`src/rtl/uisl_pkg.sv`:
```
// package for the interrupt identification and line format block
// holds register offsets, field positions, reset values and carrier types
// assumes a single clock domain and a plain strobe-based register port
package uisl_pkg;

    // ==========================================================
    // register port
    localparam int ADDR_W = 3;
    localparam int DATA_W = 8;
    localparam logic [ADDR_W-1:0] OFS_INT_IDENT = 3'h0;
    localparam logic [ADDR_W-1:0] OFS_LINE_FMT = 3'h1;
    localparam logic [ADDR_W-1:0] OFS_EVT_STATUS = 3'h2;
    localparam logic [ADDR_W-1:0] OFS_EVT_CLEAR = 3'h3;
    localparam logic [ADDR_W-1:0] OFS_EVT_ENABLE = 3'h4;
    localparam logic [DATA_W-1:0] READ_ZERO = 8'h00;

    // ==========================================================
    // line_format_control fields
    localparam int LFC_DIV_LATCH = 7;
    localparam int LFC_BREAK = 6;
    localparam int LFC_PAR_HI = 5;
    localparam int LFC_PAR_LO = 3;
    localparam int LFC_STOP = 2;
    localparam int LFC_WLEN_HI = 1;
    localparam int LFC_WLEN_LO = 0;
    localparam logic [DATA_W-1:0] LFC_RESET = 8'h00;

    // parity selection patterns on bits 5:3
    localparam logic [2:0] PAR_ODD = 3'h1;
    localparam logic [2:0] PAR_EVEN = 3'h3;
    localparam logic [2:0] PAR_FORCE_ONE = 3'h5;
    localparam logic [2:0] PAR_FORCE_ZERO = 3'h7;

    // word length codes and resulting data bits
    localparam logic [1:0] WLEN_5 = 2'h0;
    localparam logic [3:0] DATA_BITS_BASE = 4'h5;

    // stop length in half bit times
    localparam logic [2:0] STOP_ONE = 3'h2;
    localparam logic [2:0] STOP_ONE_HALF = 3'h3;
    localparam logic [2:0] STOP_TWO = 3'h4;

    // ==========================================================
    // interrupt_identification fields and codes (bits 3:0)
    localparam logic [3:0] CODE_NONE = 4'h1;
    localparam logic [3:0] CODE_LINE = 4'h6;
    localparam logic [3:0] CODE_RXDATA = 4'h4;
    localparam logic [3:0] CODE_TIMEOUT = 4'hC;
    localparam logic [3:0] CODE_TXEMPTY = 4'h2;
    localparam logic [3:0] CODE_MODEM = 4'h0;
    localparam logic [1:0] FIFO_FLAG_ON = 2'h3;
    localparam logic [1:0] FIFO_FLAG_OFF = 2'h0;
    localparam logic [1:0] UNUSED_BITS = 2'h0;

    // ==========================================================
    // event register layout
    localparam int NUM_SRC = 5;
    localparam logic [NUM_SRC-1:0] EVT_RESET = 5'h00;

    // ==========================================================
    // carrier types
    typedef enum logic [2:0] {
        SRC_NONE,
        SRC_LINE,
        SRC_RXDATA,
        SRC_TIMEOUT,
        SRC_TXEMPTY,
        SRC_MODEM
    } uisl_src_type;

    typedef enum logic [2:0] {
        PARITY_NONE,
        PARITY_ODD,
        PARITY_EVEN,
        PARITY_FORCE_ONE,
        PARITY_FORCE_ZERO
    } uisl_parity_type;

    // source conditions, already gated by the enable logic outside
    typedef struct packed {
        logic modem;
        logic tx_empty;
        logic rx_timeout;
        logic rx_data;
        logic line_status;
    } uisl_cond_type;

    typedef struct packed {
        logic [3:0] data_bits;
        logic [2:0] stop_halves;
        uisl_parity_type parity;
    } uisl_fmt_type;

endpackage

```
`src/rtl/uisl_top.sv`:
```
// interrupt identification and character format control for one channel
// assumes source conditions arrive as levels synchronous to CLK and that the
// transmitter shifter, fifos and baud generator sit outside this block
`timescale 1ns/1ps

module uisl_top (
    input wire logic CLK,
    input wire logic RST_B,
    input wire logic [uisl_pkg::ADDR_W-1:0] ADDR,
    input wire logic [uisl_pkg::DATA_W-1:0] WDATA,
    input wire logic WR_STB,
    input wire logic RD_STB,
    output logic [uisl_pkg::DATA_W-1:0] RDATA,
    input wire uisl_pkg::uisl_cond_type SRC_COND,
    input wire logic FIFO_ENABLED,
    input wire logic TX_SHIFT_DATA,
    output logic SERIAL_OUT_PIN,
    output logic DIVISOR_LATCH_EN,
    output uisl_pkg::uisl_fmt_type LINE_FORMAT,
    output logic IRQ
);

    // ==========================================================
    // functions

    // identification code for a source; used for the read path
    function automatic logic [3:0] src_code(input uisl_pkg::uisl_src_type s);
        logic [3:0] c;
        c = uisl_pkg::CODE_NONE;
        unique case (s)
            uisl_pkg::SRC_NONE: c = uisl_pkg::CODE_NONE;
            uisl_pkg::SRC_LINE: c = uisl_pkg::CODE_LINE;
            uisl_pkg::SRC_RXDATA: c = uisl_pkg::CODE_RXDATA;
            uisl_pkg::SRC_TIMEOUT: c = uisl_pkg::CODE_TIMEOUT;
            uisl_pkg::SRC_TXEMPTY: c = uisl_pkg::CODE_TXEMPTY;
            uisl_pkg::SRC_MODEM: c = uisl_pkg::CODE_MODEM;
            default: c = uisl_pkg::CODE_NONE;
        endcase
        return c;
    endfunction

    // whether the condition behind a source is still raised
    function automatic logic src_active(
        input uisl_pkg::uisl_src_type s,
        input uisl_pkg::uisl_cond_type c
    );
        logic a;
        a = 1'b0;
        unique case (s)
            uisl_pkg::SRC_NONE: a = 1'b0;
            uisl_pkg::SRC_LINE: a = c.line_status;
            uisl_pkg::SRC_RXDATA: a = c.rx_data;
            uisl_pkg::SRC_TIMEOUT: a = c.rx_timeout;
            uisl_pkg::SRC_TXEMPTY: a = c.tx_empty;
            uisl_pkg::SRC_MODEM: a = c.modem;
            default: a = 1'b0;
        endcase
        return a;
    endfunction

    // ==========================================================
    // state

    logic [uisl_pkg::DATA_W-1:0] lfc_r;
    logic [uisl_pkg::DATA_W-1:0] lfc_nxt;
    uisl_pkg::uisl_src_type cur_r;
    uisl_pkg::uisl_src_type cur_nxt;
    uisl_pkg::uisl_src_type top_src;
    logic [uisl_pkg::NUM_SRC-1:0] cond_vec;
    logic [uisl_pkg::NUM_SRC-1:0] cond_prev_r;
    logic [uisl_pkg::NUM_SRC-1:0] evt_stat_r;
    logic [uisl_pkg::NUM_SRC-1:0] evt_stat_nxt;
    logic [uisl_pkg::NUM_SRC-1:0] evt_en_r;
    logic [uisl_pkg::NUM_SRC-1:0] evt_en_nxt;
    logic [uisl_pkg::DATA_W-1:0] rdata_r;
    logic [uisl_pkg::DATA_W-1:0] rdata_nxt;
    logic irq_r;
    logic irq_nxt;
    logic serial_r;
    logic serial_nxt;
    uisl_pkg::uisl_fmt_type fmt_r;
    uisl_pkg::uisl_fmt_type fmt_nxt;

    // ==========================================================
    // register decode

    wire sel_ident = (ADDR == uisl_pkg::OFS_INT_IDENT);
    wire sel_lfc = (ADDR == uisl_pkg::OFS_LINE_FMT);
    wire sel_stat = (ADDR == uisl_pkg::OFS_EVT_STATUS);
    wire sel_clr = (ADDR == uisl_pkg::OFS_EVT_CLEAR);
    wire sel_en = (ADDR == uisl_pkg::OFS_EVT_ENABLE);
    wire wr_lfc = WR_STB && sel_lfc;
    wire wr_clr = WR_STB && sel_clr;
    wire wr_en = WR_STB && sel_en;

    assign lfc_nxt = wr_lfc ? WDATA : lfc_r;
    assign evt_en_nxt = wr_en ? WDATA[uisl_pkg::NUM_SRC-1:0] : evt_en_r;

    // ==========================================================
    // priority arbitration
    // within level 2 the time-out is taken first, since it means the
    // receiver went idle with data left behind

    assign top_src = SRC_COND.line_status ? uisl_pkg::SRC_LINE :
                     SRC_COND.rx_timeout ? uisl_pkg::SRC_TIMEOUT :
                     SRC_COND.rx_data ? uisl_pkg::SRC_RXDATA :
                     SRC_COND.tx_empty ? uisl_pkg::SRC_TXEMPTY :
                     SRC_COND.modem ? uisl_pkg::SRC_MODEM :
                     uisl_pkg::SRC_NONE;

    // a reported source stays until its condition is serviced, even if a
    // higher one shows up meanwhile; then the next highest is taken
    assign cur_nxt = src_active(cur_r, SRC_COND) ? cur_r : top_src;

    // ==========================================================
    // identification read value

    wire [1:0] fifo_flags = FIFO_ENABLED ? uisl_pkg::FIFO_FLAG_ON
                                         : uisl_pkg::FIFO_FLAG_OFF;
    wire [uisl_pkg::DATA_W-1:0] ident_val = {fifo_flags, uisl_pkg::UNUSED_BITS,
                                             src_code(cur_r)};

    // ==========================================================
    // event capture: a rising condition sets a sticky bit

    assign cond_vec = SRC_COND;

    genvar gi;
    generate
        for (gi = 0; gi < uisl_pkg::NUM_SRC; gi++)
        begin : g_evt
            wire rise = cond_vec[gi] && !cond_prev_r[gi];
            wire clr = wr_clr && WDATA[gi];
            // set wins when a clear lands in the same cycle
            assign evt_stat_nxt[gi] = rise ? 1'b1 : (clr ? 1'b0 : evt_stat_r[gi]);
        end
    endgenerate

    assign irq_nxt = |(evt_stat_nxt & evt_en_nxt);

    // ==========================================================
    // read path: data valid only in the cycle after the strobe

    wire [uisl_pkg::DATA_W-1:0] stat_val = {{(uisl_pkg::DATA_W-uisl_pkg::NUM_SRC){1'b0}},
                                            evt_stat_r};
    wire [uisl_pkg::DATA_W-1:0] en_val = {{(uisl_pkg::DATA_W-uisl_pkg::NUM_SRC){1'b0}},
                                          evt_en_r};
    wire [uisl_pkg::DATA_W-1:0] read_mux = sel_ident ? ident_val :
                                           sel_lfc ? lfc_r :
                                           sel_stat ? stat_val :
                                           sel_en ? en_val :
                                           uisl_pkg::READ_ZERO;

    assign rdata_nxt = RD_STB ? read_mux : uisl_pkg::READ_ZERO;

    // ==========================================================
    // character format decode

    wire [2:0] par_sel = lfc_r[uisl_pkg::LFC_PAR_HI:uisl_pkg::LFC_PAR_LO];
    wire [1:0] wlen = lfc_r[uisl_pkg::LFC_WLEN_HI:uisl_pkg::LFC_WLEN_LO];
    wire par_on = lfc_r[uisl_pkg::LFC_PAR_LO];

    uisl_pkg::uisl_parity_type par_mode;
    assign par_mode = !par_on ? uisl_pkg::PARITY_NONE :
                      (par_sel == uisl_pkg::PAR_EVEN) ? uisl_pkg::PARITY_EVEN :
                      (par_sel == uisl_pkg::PAR_FORCE_ZERO) ? uisl_pkg::PARITY_FORCE_ZERO :
                      (par_sel == uisl_pkg::PAR_ODD) ? uisl_pkg::PARITY_ODD :
                      uisl_pkg::PARITY_FORCE_ONE;

    wire [2:0] stop_len = !lfc_r[uisl_pkg::LFC_STOP] ? uisl_pkg::STOP_ONE :
                          (wlen == uisl_pkg::WLEN_5) ? uisl_pkg::STOP_ONE_HALF :
                          uisl_pkg::STOP_TWO;

    assign fmt_nxt.data_bits = uisl_pkg::DATA_BITS_BASE + {2'b00, wlen};
    assign fmt_nxt.stop_halves = stop_len;
    assign fmt_nxt.parity = par_mode;

    // break holds the line low; otherwise the shifter drives it
    assign serial_nxt = lfc_nxt[uisl_pkg::LFC_BREAK] ? 1'b0 : TX_SHIFT_DATA;

    // ==========================================================
    // flip-flops

    always_ff @(posedge CLK)
    begin
        if (!RST_B)
        begin
            lfc_r <= uisl_pkg::LFC_RESET;
            cur_r <= uisl_pkg::SRC_NONE;
        end
        else
        begin
            lfc_r <= lfc_nxt;
            cur_r <= cur_nxt;
        end
    end

    always_ff @(posedge CLK)
    begin
        if (!RST_B)
        begin
            cond_prev_r <= uisl_pkg::EVT_RESET;
            evt_stat_r <= uisl_pkg::EVT_RESET;
            evt_en_r <= uisl_pkg::EVT_RESET;
            irq_r <= 1'b0;
        end
        else
        begin
            cond_prev_r <= cond_vec;
            evt_stat_r <= evt_stat_nxt;
            evt_en_r <= evt_en_nxt;
            irq_r <= irq_nxt;
        end
    end

    always_ff @(posedge CLK)
    begin
        if (!RST_B)
        begin
            rdata_r <= uisl_pkg::READ_ZERO;
            serial_r <= 1'b1;
            fmt_r <= '{data_bits: uisl_pkg::DATA_BITS_BASE,
                       stop_halves: uisl_pkg::STOP_ONE,
                       parity: uisl_pkg::PARITY_NONE};
        end
        else
        begin
            rdata_r <= rdata_nxt;
            serial_r <= serial_nxt;
            fmt_r <= fmt_nxt;
        end
    end

    // ==========================================================
    // outputs

    assign RDATA = rdata_r;
    assign SERIAL_OUT_PIN = serial_r;
    assign DIVISOR_LATCH_EN = lfc_r[uisl_pkg::LFC_DIV_LATCH];
    assign LINE_FORMAT = fmt_r;
    assign IRQ = irq_r;

endmodule // uisl_top

```
`config.mk`:
```
export PLATFORM = sky130hd
export DESIGN_NAME = uisl_top
export DESIGN_NICKNAME = d
export VERILOG_FILES = /design/src/rtl/uisl_pkg.sv /design/src/rtl/uisl_top.sv
export SDC_FILE = /design/constraint.sdc
export NUM_CORES = 1
export LEC_CHECK = 0
export BUFFER_PORTS_ARGS = -buffer_cell sky130_fd_sc_hd__buf_2
export CAP_MARGIN = 10
export CORE_UTILIZATION = 47
export CTS_BUF_LIST = sky130_fd_sc_hd__clkbuf_16
export DETAILED_ROUTE_END_ITERATION = 8
export PLACE_DENSITY = 0.73
export SYNTH_ARGS = -nofsm -noshare
export SYNTH_HDL_FRONTEND = slang
export SYNTH_SLANG_ARGS = --single-unit
```
`constraint.sdc`:
```
create_clock -name CLK -period 1.6 [get_ports CLK]
set_clock_uncertainty 0.05 [all_clocks]
set_input_delay 0.32 -clock CLK [delete_from_list [all_inputs] [get_ports CLK]]
set_output_delay 0.32 -clock CLK [all_outputs]
set_load 0.1 [all_outputs]
```
==> results_dict.tcl <==
set metrics [dict create \
    outcome "finished, final reports clean" \
    core_um2 3740 \
    rsz0062_at_grt "false" \
    finalCoreUtilization_pct 62.3 \
    crit_path_max_fanout 3 \
    setup_ws_ns 0.154 \
    cp_data_arrival_time_ns 1.08 \
    grt.overflow.total 0 \
    grt_pass1_vias 1485 \
    hold_viol 0 \
    cts_made_buffers 5 \
    drc 0 \
    syn_inst 202 \
    nets 275 \
    postCtsHoldBufs 0 \
    dp.cells 292 \
    start_kind "flip-flop" \
    critPathKind "reg -> out" \
    ys_ff_latch 46 \
    start_util_pct 49.8 \
    synth_ff_type "dfxtp_1" \
    wirelength_mm 4.09 \
    track_usage_pct 21.4 \
    path_clk_slew_ns 0.06 \
    relSlewSlack_pct 67.6 \
    ant_nets 0 \
    die_width_um 65.0 \
    pre_cts_ws_ns -0.0853 \
    cap_viol_max_count 0 \
    min_period_ns 1.45 \
    crit-reg2reg-launch "cur_r[2]" \
    grt_max_degree 19 \
    diodes 0 \
    peakVddDrop_v 0.000701 \
    setup_viol 0 \
    fmax_mhz 691 \
    post-route-period-util_pct 90.4 \
    pwr_density_cell_nw_per_um2 1140 \
    synth_cell_type_count 41 \
    leakage_uw 0.000994 \
    synthToLayoutAreaGrowth_pct 25.2 \
    clock_latency_ns 0.29 \
    seqCellArea_um2 921 \
    post_drt_wl_per_cell_um 13.6 \
    syn_nets 226 \
    multi_input_area_um2 855 \
    fin_area_um2 2330 \
    wl_met2_mm 1.85 \
    drv_slew 0 \
    via_count 1551 \
    dieArea_um2 4220 \
    hold_class "in -> reg" \
    synth-edff-count 0 \
    crit_buf_inv 1 \
    layout_common_cells "46 x dfxtp_1, 42 x buf_2, 27 x nor2_1, 15 x nand2_1, 14 x inv_1" \
    critPathMaxStageDelay_ns 0.44 \
    crit_chain "buf_2" \
    dp.final_hpwl_mm 2.91 \
    ctsResizeCount 0 \
    rows 22 \
    wl_met1_mm 1.98 \
    antenna_found_initial 0 \
    grt_pass1_wl_mm 6.78 \
    cp.required_ns 1.23 \
    async_reset_ff_share_pct 0 \
    tritoncts "built" \
    critPathCaptureType "output port" \
    port_buffers 42 \
    synthesis.area_um2 1860 \
    met3_length_um 191 \
    clock-sinks 46 \
    cts-root-buf "clkbuf_16" \
    critPathTopFamily "buffers and inverters" \
    drive_gt1_share_pct 27.4 \
    cp-startpoint "lfc_r[7]" \
    cts_buffer_depth 2 \
    worstHoldStart "TX_SHIFT_DATA" \
    yosys_warnings 0 \
    drtIter0Drc 123 \
    stdcell_count 300 \
    syn_area_per_cell_um2 9.22 \
    io_pins 43 \
    via_per_inst 5.17 \
    p_total_uw 2660 \
    layout_commonest_cell "dfxtp_1" \
    nFillCells 357 \
    h-tree-depth 2 \
    place_area_um2 2170 \
    critPathSlowestCell "buf_2" \
    globalplace.congestion 0.863 \
    die_h_um 65.0 \
    top_layer_used "met4" \
    postCtsSetupRepairBufs 0 \
    worst_pin_slew_ns 0.489 \
    seq_area_frac_synth_pct 49.4 \
    firstDrtPassIters 4 \
]
-- registers in the layout, indices dropped and copies added (netlist names) --
| register | count |
|---|---|
| IRQ | 1 |
| LINE_FORMAT | 10 |
| RDATA | 8 |
| SERIAL_OUT_PIN | 1 |
| cond_prev_r | 5 |
| cur_r | 3 |
| evt_en_r | 5 |
| evt_stat_r | 5 |
| lfc_r | 8 |
-- final timing paths --
kind                 endpoint  slack (ns)  cells after the start
max reg2reg          cur_r[2]        0.21                      4
min reg2reg    LINE_FORMAT[6]        0.37                      1
min            SERIAL_OUT_PIN        0.17                      3
max          DIVISOR_LATCH_EN        0.15                      1
-- area by class of cell --
cell class              count  area share (%)
flip-flops and latches     46            39.5
multi-input cells         133            36.6
repair buffers             51            11.9
clock buffers               5            5.36
well taps                  48            2.58
inverters                  14            2.25
clock inverters             3            1.77
-- through the flow --
| step | hold WS [ns] | TNS (ns) |
|---|---|---|
| floorplan | 0.325 | -0.00803 |
| global placement | 0.345 | -0.0854 |
| detailed placement | 0.346 | -0.0853 |
| CTS | 0.171 | 0 |
| global route | 0.202 | 0 |
| finish | 0.169 | 0 |
-- power breakdown --
group	total [µW]	internal (µW)	switching, µW	leakage (µW)
Combinational	299	107	192	0.000537
Sequential	1210	1180	26.1	0.000375
Clock	1150	730	419	0.0000812
-- layer usage --
| layer | up-vias | global-route usage (%) |
|---|---|---|
| met5 | - | 0 |
| met3 | 8 | 6.51 |
| met1 | 716 | 27.3 |
| met2 | 45 | 33.6 |
| met4 | 0 | 7.78 |
| li1 | 782 | - |
-- Yosys cell counts, drive strengths merged, types with 2 or more instances --
cell    instances  area share (%)
a21boi          3             1.2
mux2            6             3.6
clkbuf          5             1.0
nor2           27             5.4
or3             2            0.74
o21ai           7             1.9
buf             4             1.5
a22oi           3             1.2
nor3            3            0.81
o221ai          3             1.4
mux2i           8             4.3
a221oi          2            0.94
o22ai           2            0.67
a21oi           9             2.4
xnor2           2            0.94
nand2b          4             1.3
dfxtp          46              49
a211oi          4             1.6
and2           11             3.7
nand2          15             3.0
inv            13             2.6
ha              2             1.3
nor2b           7             2.4
-- worst min-delay path, delay by kind of cell --
kind	cells	cell delay, ns
simple gates	2	0.09
buf+inv	1	0.07
-- logic make-up (layout without fill, tap and decap cells) --
group	count (synthesis)	count (layout)	share of synthesized area, %
compound gates	39	39	14.3
fa+ha+maj	2	2	1.34
mux	14	14	7.92
simple gates	76	76	20.7
xor+xnor	2	2	0.940
flops	46	46	49.4
buf+inv	23	73	5.37
No activity file was read; power rests on OpenSTA's default activity.
